$ cat config.mk
export PLATFORM = sky130hd
export DESIGN_NAME = pwe_top
export DESIGN_NICKNAME = d
export VERILOG_FILES = /design/src/rtl/pwe_top.v
export VERILOG_INCLUDE_DIRS = /design/src /design/src/pkg
export SDC_FILE = /design/constraint.sdc
export NUM_CORES = 1
export LEC_CHECK = 0
export ABC_AREA = 0
export BUFFER_PORTS_ARGS = -buffer_cell sky130_fd_sc_hd__buf_2
export CORE_MARGIN = 3
export CORE_UTILIZATION = 45
export DETAILED_ROUTE_END_ITERATION = 8
export PLACE_DENSITY = 0.89
export SLEW_MARGIN = 20
export SYNTH_ARGS = -nofsm -noshare
export SYNTH_HDL_FRONTEND = slang
export SYNTH_SLANG_ARGS = --single-unit
$ cat constraint.sdc
create_clock -name sys_clk -period 2.1 [get_ports sys_clk]
set_input_delay 0.105 -clock sys_clk [delete_from_list [all_inputs] [get_ports sys_clk]]
set_output_delay 0.105 -clock sys_clk [all_outputs]
set_load 0.1 [all_outputs]
$ cat src/pkg/pwe_defs.vh
`ifndef PWE_DEFS_VH
`define PWE_DEFS_VH

// ==================================================
// Bus geometry
`define PWE_ADDR_W 16
`define PWE_DATA_W 32
`define PWE_IDX_LSB 2
`define PWE_IDX_W 14
`define PWE_PORT_HI 13
`define PWE_PORT_LO 12
`define PWE_REG_HI 11

// ==================================================
// Per-port register indices (byte address is four times index)
`define PWE_REG_WAKE_FLAGS 12'h013
`define PWE_REG_WAKE_EN 12'h017
`define PWE_REG_INT_STATUS 12'h01B
`define PWE_REG_INT_MASK 12'h01F

// ==================================================
// Block interrupt register indices
`define PWE_IDX_IRQ_STATUS 14'h0010
`define PWE_IDX_IRQ_MASK 14'h0011

// ==================================================
// Field positions
`define PWE_BIT_MAGIC 2
`define PWE_BIT_LINK 1
`define PWE_BIT_ENERGY 0
`define PWE_BIT_TS 2
`define PWE_BIT_PHY 1
`define PWE_BIT_ACL 0

// ==================================================
// Reset values and responses
`define PWE_RST_FIELD3 3'h0
`define PWE_RST_INT_MASK 3'h0
`define PWE_RST_IRQ_STATUS 6'h00
`define PWE_RST_IRQ_MASK 6'h3F
`define PWE_RESP_OKAY 2'h0
`define PWE_RESP_SLVERR 2'h2

`endif

$ cat src/rtl/pwe_top.v
// The AXI4-Lite slave port and the address map were left to the implementer.
`timescale 1ns/100ps
`include "pwe_defs.vh"

// Overview of operation
// - Matching magic packet sets wake flag bit 2
// - Link-up sets bit 1, write one clears
// - Cable energy sets bit 0, write one clears
// - Link and energy bits only on PHY ports
// - Enable bit 2 gates magic packet wake
// - Enable bit 1 gates link-up wake
// - Enable bit 0 gates energy wake
// - Status bit 2 summarises timestamp interrupts
// - Status bit 1 summarises PHY interrupts
// - Counter-mode ACL interrupt sets status bit 0
// - ACL bit clears only on mask toggle
// - Status forwarded only when mask enables it
// - Mask zero enables, one disables
module pwe_top #(
	parameter NUM_PORTS = 3,
	parameter [2:0] PHY_PORT_MASK = 3'h3
) (
	input wire sys_clk,
	input wire rst,
	input wire [`PWE_ADDR_W-1:0] s_axi_awaddr,
	input wire [2:0] s_axi_awprot,
	input wire s_axi_awvalid,
	output wire s_axi_awready,
	input wire [`PWE_DATA_W-1:0] s_axi_wdata,
	input wire [3:0] s_axi_wstrb,
	input wire s_axi_wvalid,
	output wire s_axi_wready,
	output reg [1:0] s_axi_bresp,
	output reg s_axi_bvalid,
	input wire s_axi_bready,
	input wire [`PWE_ADDR_W-1:0] s_axi_araddr,
	input wire [2:0] s_axi_arprot,
	input wire s_axi_arvalid,
	output wire s_axi_arready,
	output reg [`PWE_DATA_W-1:0] s_axi_rdata,
	output reg [1:0] s_axi_rresp,
	output reg s_axi_rvalid,
	input wire s_axi_rready,
	input wire [47:0] switch_mac_addr,
	input wire [47:0] magic_dest_addr,
	input wire [NUM_PORTS-1:0] magic_packet_seen,
	input wire [NUM_PORTS-1:0] link_up_seen,
	input wire [NUM_PORTS-1:0] energy_seen,
	input wire [NUM_PORTS-1:0] ts_irq_pending,
	input wire [NUM_PORTS-1:0] phy_irq_pending,
	input wire [NUM_PORTS-1:0] acl_irq,
	output reg power_event_output,
	output reg [NUM_PORTS-1:0] port_irq,
	output wire irq
);

	// ==================================================
	// Write channel capture
	reg aw_held;
	reg w_held;
	reg [`PWE_ADDR_W-1:0] aw_addr;
	reg [7:0] w_byte;
	reg w_lane0;
	wire wr_fire;
	wire [`PWE_IDX_W-1:0] wr_idx;
	wire [1:0] wr_port;
	wire [11:0] wr_reg;
	wire wr_map;

	assign s_axi_awready = ~aw_held & ~s_axi_bvalid;
	assign s_axi_wready = ~w_held & ~s_axi_bvalid;
	assign wr_fire = aw_held & w_held & ~s_axi_bvalid;
	assign wr_idx = aw_addr[`PWE_ADDR_W-1:`PWE_IDX_LSB];
	assign wr_port = wr_idx[`PWE_PORT_HI:`PWE_PORT_LO];
	assign wr_reg = wr_idx[`PWE_REG_HI:0];

	always @(posedge sys_clk) begin
		if (rst) begin
			aw_held <= 1'b0;
			w_held <= 1'b0;
			aw_addr <= {`PWE_ADDR_W{1'b0}};
			w_byte <= 8'h00;
			w_lane0 <= 1'b0;
			s_axi_bvalid <= 1'b0;
			s_axi_bresp <= `PWE_RESP_OKAY;
		end else begin
			if (s_axi_awvalid && s_axi_awready) begin
				aw_held <= 1'b1;
				aw_addr <= s_axi_awaddr;
			end
			if (s_axi_wvalid && s_axi_wready) begin
				w_held <= 1'b1;
				w_byte <= s_axi_wdata[7:0];
				w_lane0 <= s_axi_wstrb[0];
			end
			if (wr_fire) begin
				aw_held <= 1'b0;
				w_held <= 1'b0;
				s_axi_bvalid <= 1'b1;
				s_axi_bresp <= wr_map ? `PWE_RESP_OKAY : `PWE_RESP_SLVERR;
			end else if (s_axi_bvalid && s_axi_bready) begin
				s_axi_bvalid <= 1'b0;
			end
		end
	end

	// ==================================================
	// Read channel decode
	wire rd_fire;
	wire [`PWE_IDX_W-1:0] rd_idx;
	wire [1:0] rd_port;
	wire [11:0] rd_reg;

	assign s_axi_arready = ~s_axi_rvalid;
	assign rd_fire = s_axi_arvalid & s_axi_arready;
	assign rd_idx = s_axi_araddr[`PWE_ADDR_W-1:`PWE_IDX_LSB];
	assign rd_port = rd_idx[`PWE_PORT_HI:`PWE_PORT_LO];
	assign rd_reg = rd_idx[`PWE_REG_HI:0];

	// ==================================================
	// Register decode
	wire wr_is_flags;
	wire wr_is_en;
	wire wr_is_mask;
	wire wr_is_irq_status;
	wire wr_is_irq_mask;
	wire rd_is_flags;
	wire rd_is_irq_status;
	wire rd_is_irq_mask;

	assign wr_is_flags = (wr_reg == `PWE_REG_WAKE_FLAGS);
	assign wr_is_en = (wr_reg == `PWE_REG_WAKE_EN);
	assign wr_is_mask = (wr_reg == `PWE_REG_INT_MASK);
	assign wr_is_irq_status = (wr_idx == `PWE_IDX_IRQ_STATUS);
	assign wr_is_irq_mask = (wr_idx == `PWE_IDX_IRQ_MASK);
	assign rd_is_flags = (rd_reg == `PWE_REG_WAKE_FLAGS);
	assign rd_is_irq_status = (rd_idx == `PWE_IDX_IRQ_STATUS);
	assign rd_is_irq_mask = (rd_idx == `PWE_IDX_IRQ_MASK);

	// ==================================================
	// Per-port register copies
	wire magic_match;
	wire [3*NUM_PORTS-1:0] wake_flags;
	wire [3*NUM_PORTS-1:0] wake_en;
	wire [3*NUM_PORTS-1:0] int_status;
	wire [3*NUM_PORTS-1:0] int_mask;
	wire [NUM_PORTS-1:0] port_wake;
	wire [NUM_PORTS-1:0] port_fwd;
	wire [NUM_PORTS-1:0] wake_set_ev;
	wire [NUM_PORTS-1:0] port_wr_ok;
	wire [NUM_PORTS-1:0] port_rd_ok;
	wire [8*NUM_PORTS-1:0] port_rd;

	assign magic_match = (magic_dest_addr == switch_mac_addr);

	genvar p;
	generate
		for (p = 0; p < NUM_PORTS; p = p + 1) begin : g_port
			localparam integer PNUM_I = p + 1;
			localparam [1:0] PNUM = PNUM_I[1:0];
			localparam IS_PHY = PHY_PORT_MASK[p];
			reg [2:0] flags;
			reg [2:0] en;
			reg acl_flag;
			reg [2:0] mask;
			wire [2:0] status;
			wire wr_here;
			wire rd_here;
			wire set_magic;
			wire set_link;
			wire set_energy;
			wire clr_magic;
			wire clr_link;
			wire clr_energy;
			wire acl_clr;

			assign wr_here = wr_fire & w_lane0 & (wr_port == PNUM);
			assign rd_here = rd_fire & (rd_port == PNUM);
			assign set_magic = magic_packet_seen[p] & magic_match;
			assign set_link = link_up_seen[p] & IS_PHY;
			assign set_energy = energy_seen[p] & IS_PHY;
			assign clr_magic = rd_here & rd_is_flags;
			assign clr_link = wr_here & wr_is_flags & w_byte[`PWE_BIT_LINK];
			assign clr_energy = wr_here & wr_is_flags & w_byte[`PWE_BIT_ENERGY];
			assign acl_clr = wr_here & wr_is_mask & (w_byte[`PWE_BIT_ACL] != mask[`PWE_BIT_ACL]);

			always @(posedge sys_clk) begin
				if (rst) begin
					flags <= `PWE_RST_FIELD3;
					en <= `PWE_RST_FIELD3;
					acl_flag <= 1'b0;
					mask <= `PWE_RST_INT_MASK;
				end else begin
					flags[`PWE_BIT_MAGIC] <= set_magic | (flags[`PWE_BIT_MAGIC] & ~clr_magic);
					flags[`PWE_BIT_LINK] <= set_link | (flags[`PWE_BIT_LINK] & ~clr_link);
					flags[`PWE_BIT_ENERGY] <= set_energy | (flags[`PWE_BIT_ENERGY] & ~clr_energy);
					if (wr_here && wr_is_en) begin
						en <= w_byte[2:0] & {1'b1, IS_PHY[0], IS_PHY[0]};
					end
					acl_flag <= acl_irq[p] | (acl_flag & ~acl_clr);
					if (wr_here && wr_is_mask) begin
						mask <= w_byte[2:0];
					end
				end
			end

			assign status[`PWE_BIT_TS] = ts_irq_pending[p] & IS_PHY;
			assign status[`PWE_BIT_PHY] = phy_irq_pending[p] & IS_PHY;
			assign status[`PWE_BIT_ACL] = acl_flag;
			assign wake_flags[3*p+:3] = flags;
			assign wake_en[3*p+:3] = en;
			assign int_status[3*p+:3] = status;
			assign int_mask[3*p+:3] = mask;
			assign port_wake[p] = |(flags & en);
			assign port_fwd[p] = |(status & ~mask);
			assign wake_set_ev[p] = set_magic | set_link | set_energy;
			assign port_wr_ok[p] = (wr_port == PNUM) &&
				((wr_reg == `PWE_REG_WAKE_FLAGS) || (wr_reg == `PWE_REG_WAKE_EN) ||
				(wr_reg == `PWE_REG_INT_STATUS) || (wr_reg == `PWE_REG_INT_MASK));
			assign port_rd_ok[p] = (rd_port == PNUM) &&
				((rd_reg == `PWE_REG_WAKE_FLAGS) || (rd_reg == `PWE_REG_WAKE_EN) ||
				(rd_reg == `PWE_REG_INT_STATUS) || (rd_reg == `PWE_REG_INT_MASK));
			assign port_rd[8*p+:8] = (rd_reg == `PWE_REG_WAKE_FLAGS) ? {5'h00, flags} :
				(rd_reg == `PWE_REG_WAKE_EN) ? {5'h00, en} :
				(rd_reg == `PWE_REG_INT_STATUS) ? {5'h00, status} :
				{5'h00, mask};
		end
	endgenerate

	// ==================================================
	// Block interrupt status and mask
	reg [5:0] irq_status;
	reg [5:0] irq_mask;
	wire [5:0] irq_ev;
	wire [5:0] irq_clr;
	wire glb_wr;

	assign glb_wr = wr_fire & w_lane0;
	assign irq_ev = {acl_irq, wake_set_ev};
	assign irq_clr = (glb_wr && wr_is_irq_status) ? s_axi_wdata_clr(w_byte) : 6'h00;
	assign irq = |(irq_status & ~irq_mask);
	assign wr_map = wr_is_irq_status || wr_is_irq_mask || (|port_wr_ok);

	function [5:0] s_axi_wdata_clr;
		input [7:0] b;
		begin
			s_axi_wdata_clr = b[5:0];
		end
	endfunction

	always @(posedge sys_clk) begin
		if (rst) begin
			irq_status <= `PWE_RST_IRQ_STATUS;
			irq_mask <= `PWE_RST_IRQ_MASK;
		end else begin
			irq_status <= irq_ev | (irq_status & ~irq_clr);
			if (glb_wr && wr_is_irq_mask) begin
				irq_mask <= w_byte[5:0];
			end
		end
	end

	// ==================================================
	// Read data select
	reg [`PWE_DATA_W-1:0] next_rdata;
	reg [1:0] next_rresp;

	always @* begin
		next_rdata = {`PWE_DATA_W{1'b0}};
		next_rresp = `PWE_RESP_OKAY;
		if (rd_is_irq_status) begin
			next_rdata = {26'h0000000, irq_status};
		end else if (rd_is_irq_mask) begin
			next_rdata = {26'h0000000, irq_mask};
		end else if (port_rd_ok[0]) begin
			next_rdata = {24'h000000, port_rd[7:0]};
		end else if (port_rd_ok[1]) begin
			next_rdata = {24'h000000, port_rd[15:8]};
		end else if (port_rd_ok[2]) begin
			next_rdata = {24'h000000, port_rd[23:16]};
		end else begin
			next_rresp = `PWE_RESP_SLVERR;
		end
	end

	// ==================================================
	// Read data and outputs
	always @(posedge sys_clk) begin
		if (rst) begin
			s_axi_rvalid <= 1'b0;
			s_axi_rdata <= {`PWE_DATA_W{1'b0}};
			s_axi_rresp <= `PWE_RESP_OKAY;
			power_event_output <= 1'b0;
			port_irq <= {NUM_PORTS{1'b0}};
		end else begin
			power_event_output <= |port_wake;
			port_irq <= port_fwd;
			if (rd_fire) begin
				s_axi_rvalid <= 1'b1;
				s_axi_rdata <= next_rdata;
				s_axi_rresp <= next_rresp;
			end else if (s_axi_rvalid && s_axi_rready) begin
				s_axi_rvalid <= 1'b0;
			end
		end
	end

endmodule

==> flow_summary.toml <==
[yosys]
yosys.area_share.simple_pct = 24.6
synth.distinct_cells = 57
synth_area_um2 = 4460
synthAdderAreaFrac_pct = 0
synth_cells = 519
synth-edff-count = 0
synth_area_leaders = "dfxtp_1 (35%), xnor2_1 (10%), mux2i_1 (5.2%)"
ys.flop_type = "dfxtp_1"
synth_seq_cells = 77
synth-async-reset-ratio_pct = 0
synth_top_area_share_pct = 34.6
yosysWarnings = 0
synth_compound_area_share_pct = 14.3
muxShareOfSynthArea_pct = 7.44
seq_area_frac_synth_pct = 34.6
synth_top_family_by_area = "simple AND/OR/NAND/NOR gates"
synthXorXnorAreaFrac_pct = 10.0
yosysTopAreaCell = "dfxtp_1"
avgSynthCellArea_um2 = 8.59

[cts]
clock-sinks = 77
cts_buffers = 9
htree_num_levels = 3
clk_pin_slew_ns = 0.08
cts_tree = "built"
ctsLongestPathBuffers = 2
post_cts_resized = 0
postCtsHoldBufs = 12
insertion_delay_ns = 0.36
cts_root_buf = "clkbuf_8"
cts_setup_buffers = 0

[global_routing]
grtUsageTotal_pct = 23.4
top_usage_layer = "met2"
met3_usage_pct = 6.49
grt_pass1_wl_um = 20900
overflow = 0
grt_pass1_vias = 4294
antenna_found_initial = 2
grtUsageMet2_pct = 41.4
grt_max_degree = 36
gr-usage-met1_pct = 27.6

[layout]
n_antenna_cell = 0
layout_common_cells = "buf_2 (169), dfxtp_1 (76), nand2_1 (58)"
drive_gt1_share_pct = 31.9
syn2layout_area_growth_pct = 27.4
fin_nets = 889
multiInputGateArea_um2 = 2620
fillCellCount = 797
finalInstanceArea_um2 = 5680
register_area_um2 = 1550
layout_commonest_cell = "buf_2"

[timing]
setup_viol = 0
drv_slew = 0
max_clock_freq_ghz = 0.515
worstMarginPinSlew_ns = 0.679
period_minus_slack_ns = 1.94
tns_ns = 0
slew-limit-headroom_pct = 54.7
timing.final.hold_violations = 0
post-route-period-util_pct = 92.5
holdWs_ns = 0.00174
grt_setup_unrepaired = "false"
skew_ns = 0.00916

[placed_design]
place_area_um2 = 5320
gp_congestion = 0.913
dp_hpwl_um = 10600
io_buffers = 169

[drt]
vias_per_cell = 5.32
route.vias.total = 4403
wirelength_um = 13400
drt_pass1_iterations = 5
route.antenna.remaining_nets = 0
drc = 0
routedWlPerCell_um = 16.2
drt_iter0_markers = 253

[pwr]
power.total_mw = 3.80
sw_frac_of_total_pct = 31.3
pwr-share-seq_pct = 41.7
clkPwrFrac_pct = 34.9
leakage_nw = 2.34
switchingPower_mw = 1.19
p_comb_share_pct = 23.4
p_per_area_nw_per_um2 = 668
p_int_mw = 2.61
ir_worst_vdd_uv = 411

[run_status]
status = "finished clean"

[worst_setup_path]
crit_fanout = 7
required_ns = 2.33
cp.arrival_ns = 2.18
cp-end-kind = "flop"
slowest_delay_ns = 0.44
cp_cell_sequence = "and4b_1, nand3b_2, nor4_4, mux2i_1, nor2_1"
cpMaxStageDelayCell = "dfxtp_1"
critPathLaunchType = "flop"
crit_type = "flop to flop"

[worst_hold_path]
hold_path_class = "primary input to flop"

[die]
rows = 35
fp.dieH_um = 106
start_util_pct = 47.4
io_pins = 241
fp.coreArea_um2 = 9420
dieArea_um2 = 11100
die_w_um = 106

[run]
cap_violations = 0
[area by class of cell]
cell class / count / area share [%]
Clock buffer: 13 / 3.15
Clock inverter: 3 / 1.14
Inverter: 23 / 1.59
Multi-Input combinational cell: 394 / 46.0
Sequential cell: 77 / 27.2
Tap cell: 129 / 2.84
Timing Repair Buffer: 189 / 18.1
[cell usage after synthesis (2+ instances only)]
library cell,instances
o22ai_1,4
nor2_1,51
nor4_1,3
o21ai_0,19
nand3b_1,9
mux2i_1,23
buf_1,2
nor4b_4,2
nor3_1,12
nand3_1,4
nand2b_1,5
a21oi_1,37
nor2b_1,6
nand4_1,16
a311oi_1,8
nand2_1,58
buf_4,29
dfxtp_1,77
nor4_2,2
and3_1,3
nor3b_1,2
a31oi_1,3
clkbuf_1,16
inv_1,23
o21ba_2,3
a222oi_1,3
a211oi_1,4
a211o_1,2
nor4_4,6
a22oi_1,2
mux4_2,4
buf_2,4
a311o_1,3
xnor2_1,51
[registers in the layout (all words and copies together), names as in the netlist, 3 cells and up]
signal           count
g_port.en            7
w_byte               6
g_port.mask          9
aw_addr             14
irq_mask             6
port_irq             3
g_port.flags         9
g_port.acl_flag      3
s_axi_rdata          6
irq_status           6
[critical path, delay by kind of cell (launching register included)]
| family | cells | cell delay, ns |
|---|---|---|
| and+or+nand+nor | 4 | 1.11 |
| muxes | 1 | 0.26 |
| DFF | 1 | 0.44 |
[layer usage]
metal | routed length [um] | share of wire [%]
met1 | 5140 | 38
met2 | 6740 | 50
met3 | 1250 | 9.3
met4 | 240 | 1.8
met5 | 21 | 0.16
[power groups by stage]
stage | combinational (mW) | sequential [mW] | clock (mW)
after detailed placement | 0.867 | 1.61 | 0
after floorplan | 0.610 | 1.65 | 0
after global placement | 0.846 | 1.61 | 0
after CTS | 0.887 | 1.58 | 1.34
after global routing | 0.949 | 1.59 | 1.40
final | 0.890 | 1.58 | 1.33
[per-stage QoR]
step | std cells | setup slack [ns] | util (%)
2_1_floorplan | 546 | -0.115 | -
3_3_place_gp | 800 | 0.321 | 56.5
3_5_place_dp | 800 | 0.201 | 56.5
4_1_cts | 828 | 0.175 | 60.4
5_1_grt | 828 | 0.0213 | 60.4
6_report | 828 | 0.158 | 60.4
[final timing paths]
path                                                      end  depth (start not counted)  slack (ns)                          start
worst max-delay path             g_port[0].en[1]$_SDFFE_PP0P_                          5        0.16           aw_held$_SDFFE_PP0P_
worst min-delay path                   w_byte[1]$_SDFFE_PP0P_                          3       0.002                 s_axi_wdata[1]
worst max register to register   g_port[0].en[1]$_SDFFE_PP0P_                          5        0.16           aw_held$_SDFFE_PP0P_
worst min register to register  g_port[2].flags[1]$_SDFF_PP0_                          2        0.45  g_port[2].flags[1]$_SDFF_PP0_
[kinds of logic after synthesis]
family / Yosys count
flops: 77
xor+xnor: 51
simple gates: 189
mux: 28
compound gates: 98
buf+inv: 75
other cells: 1
No activity file was read; power rests on OpenSTA's default activity.
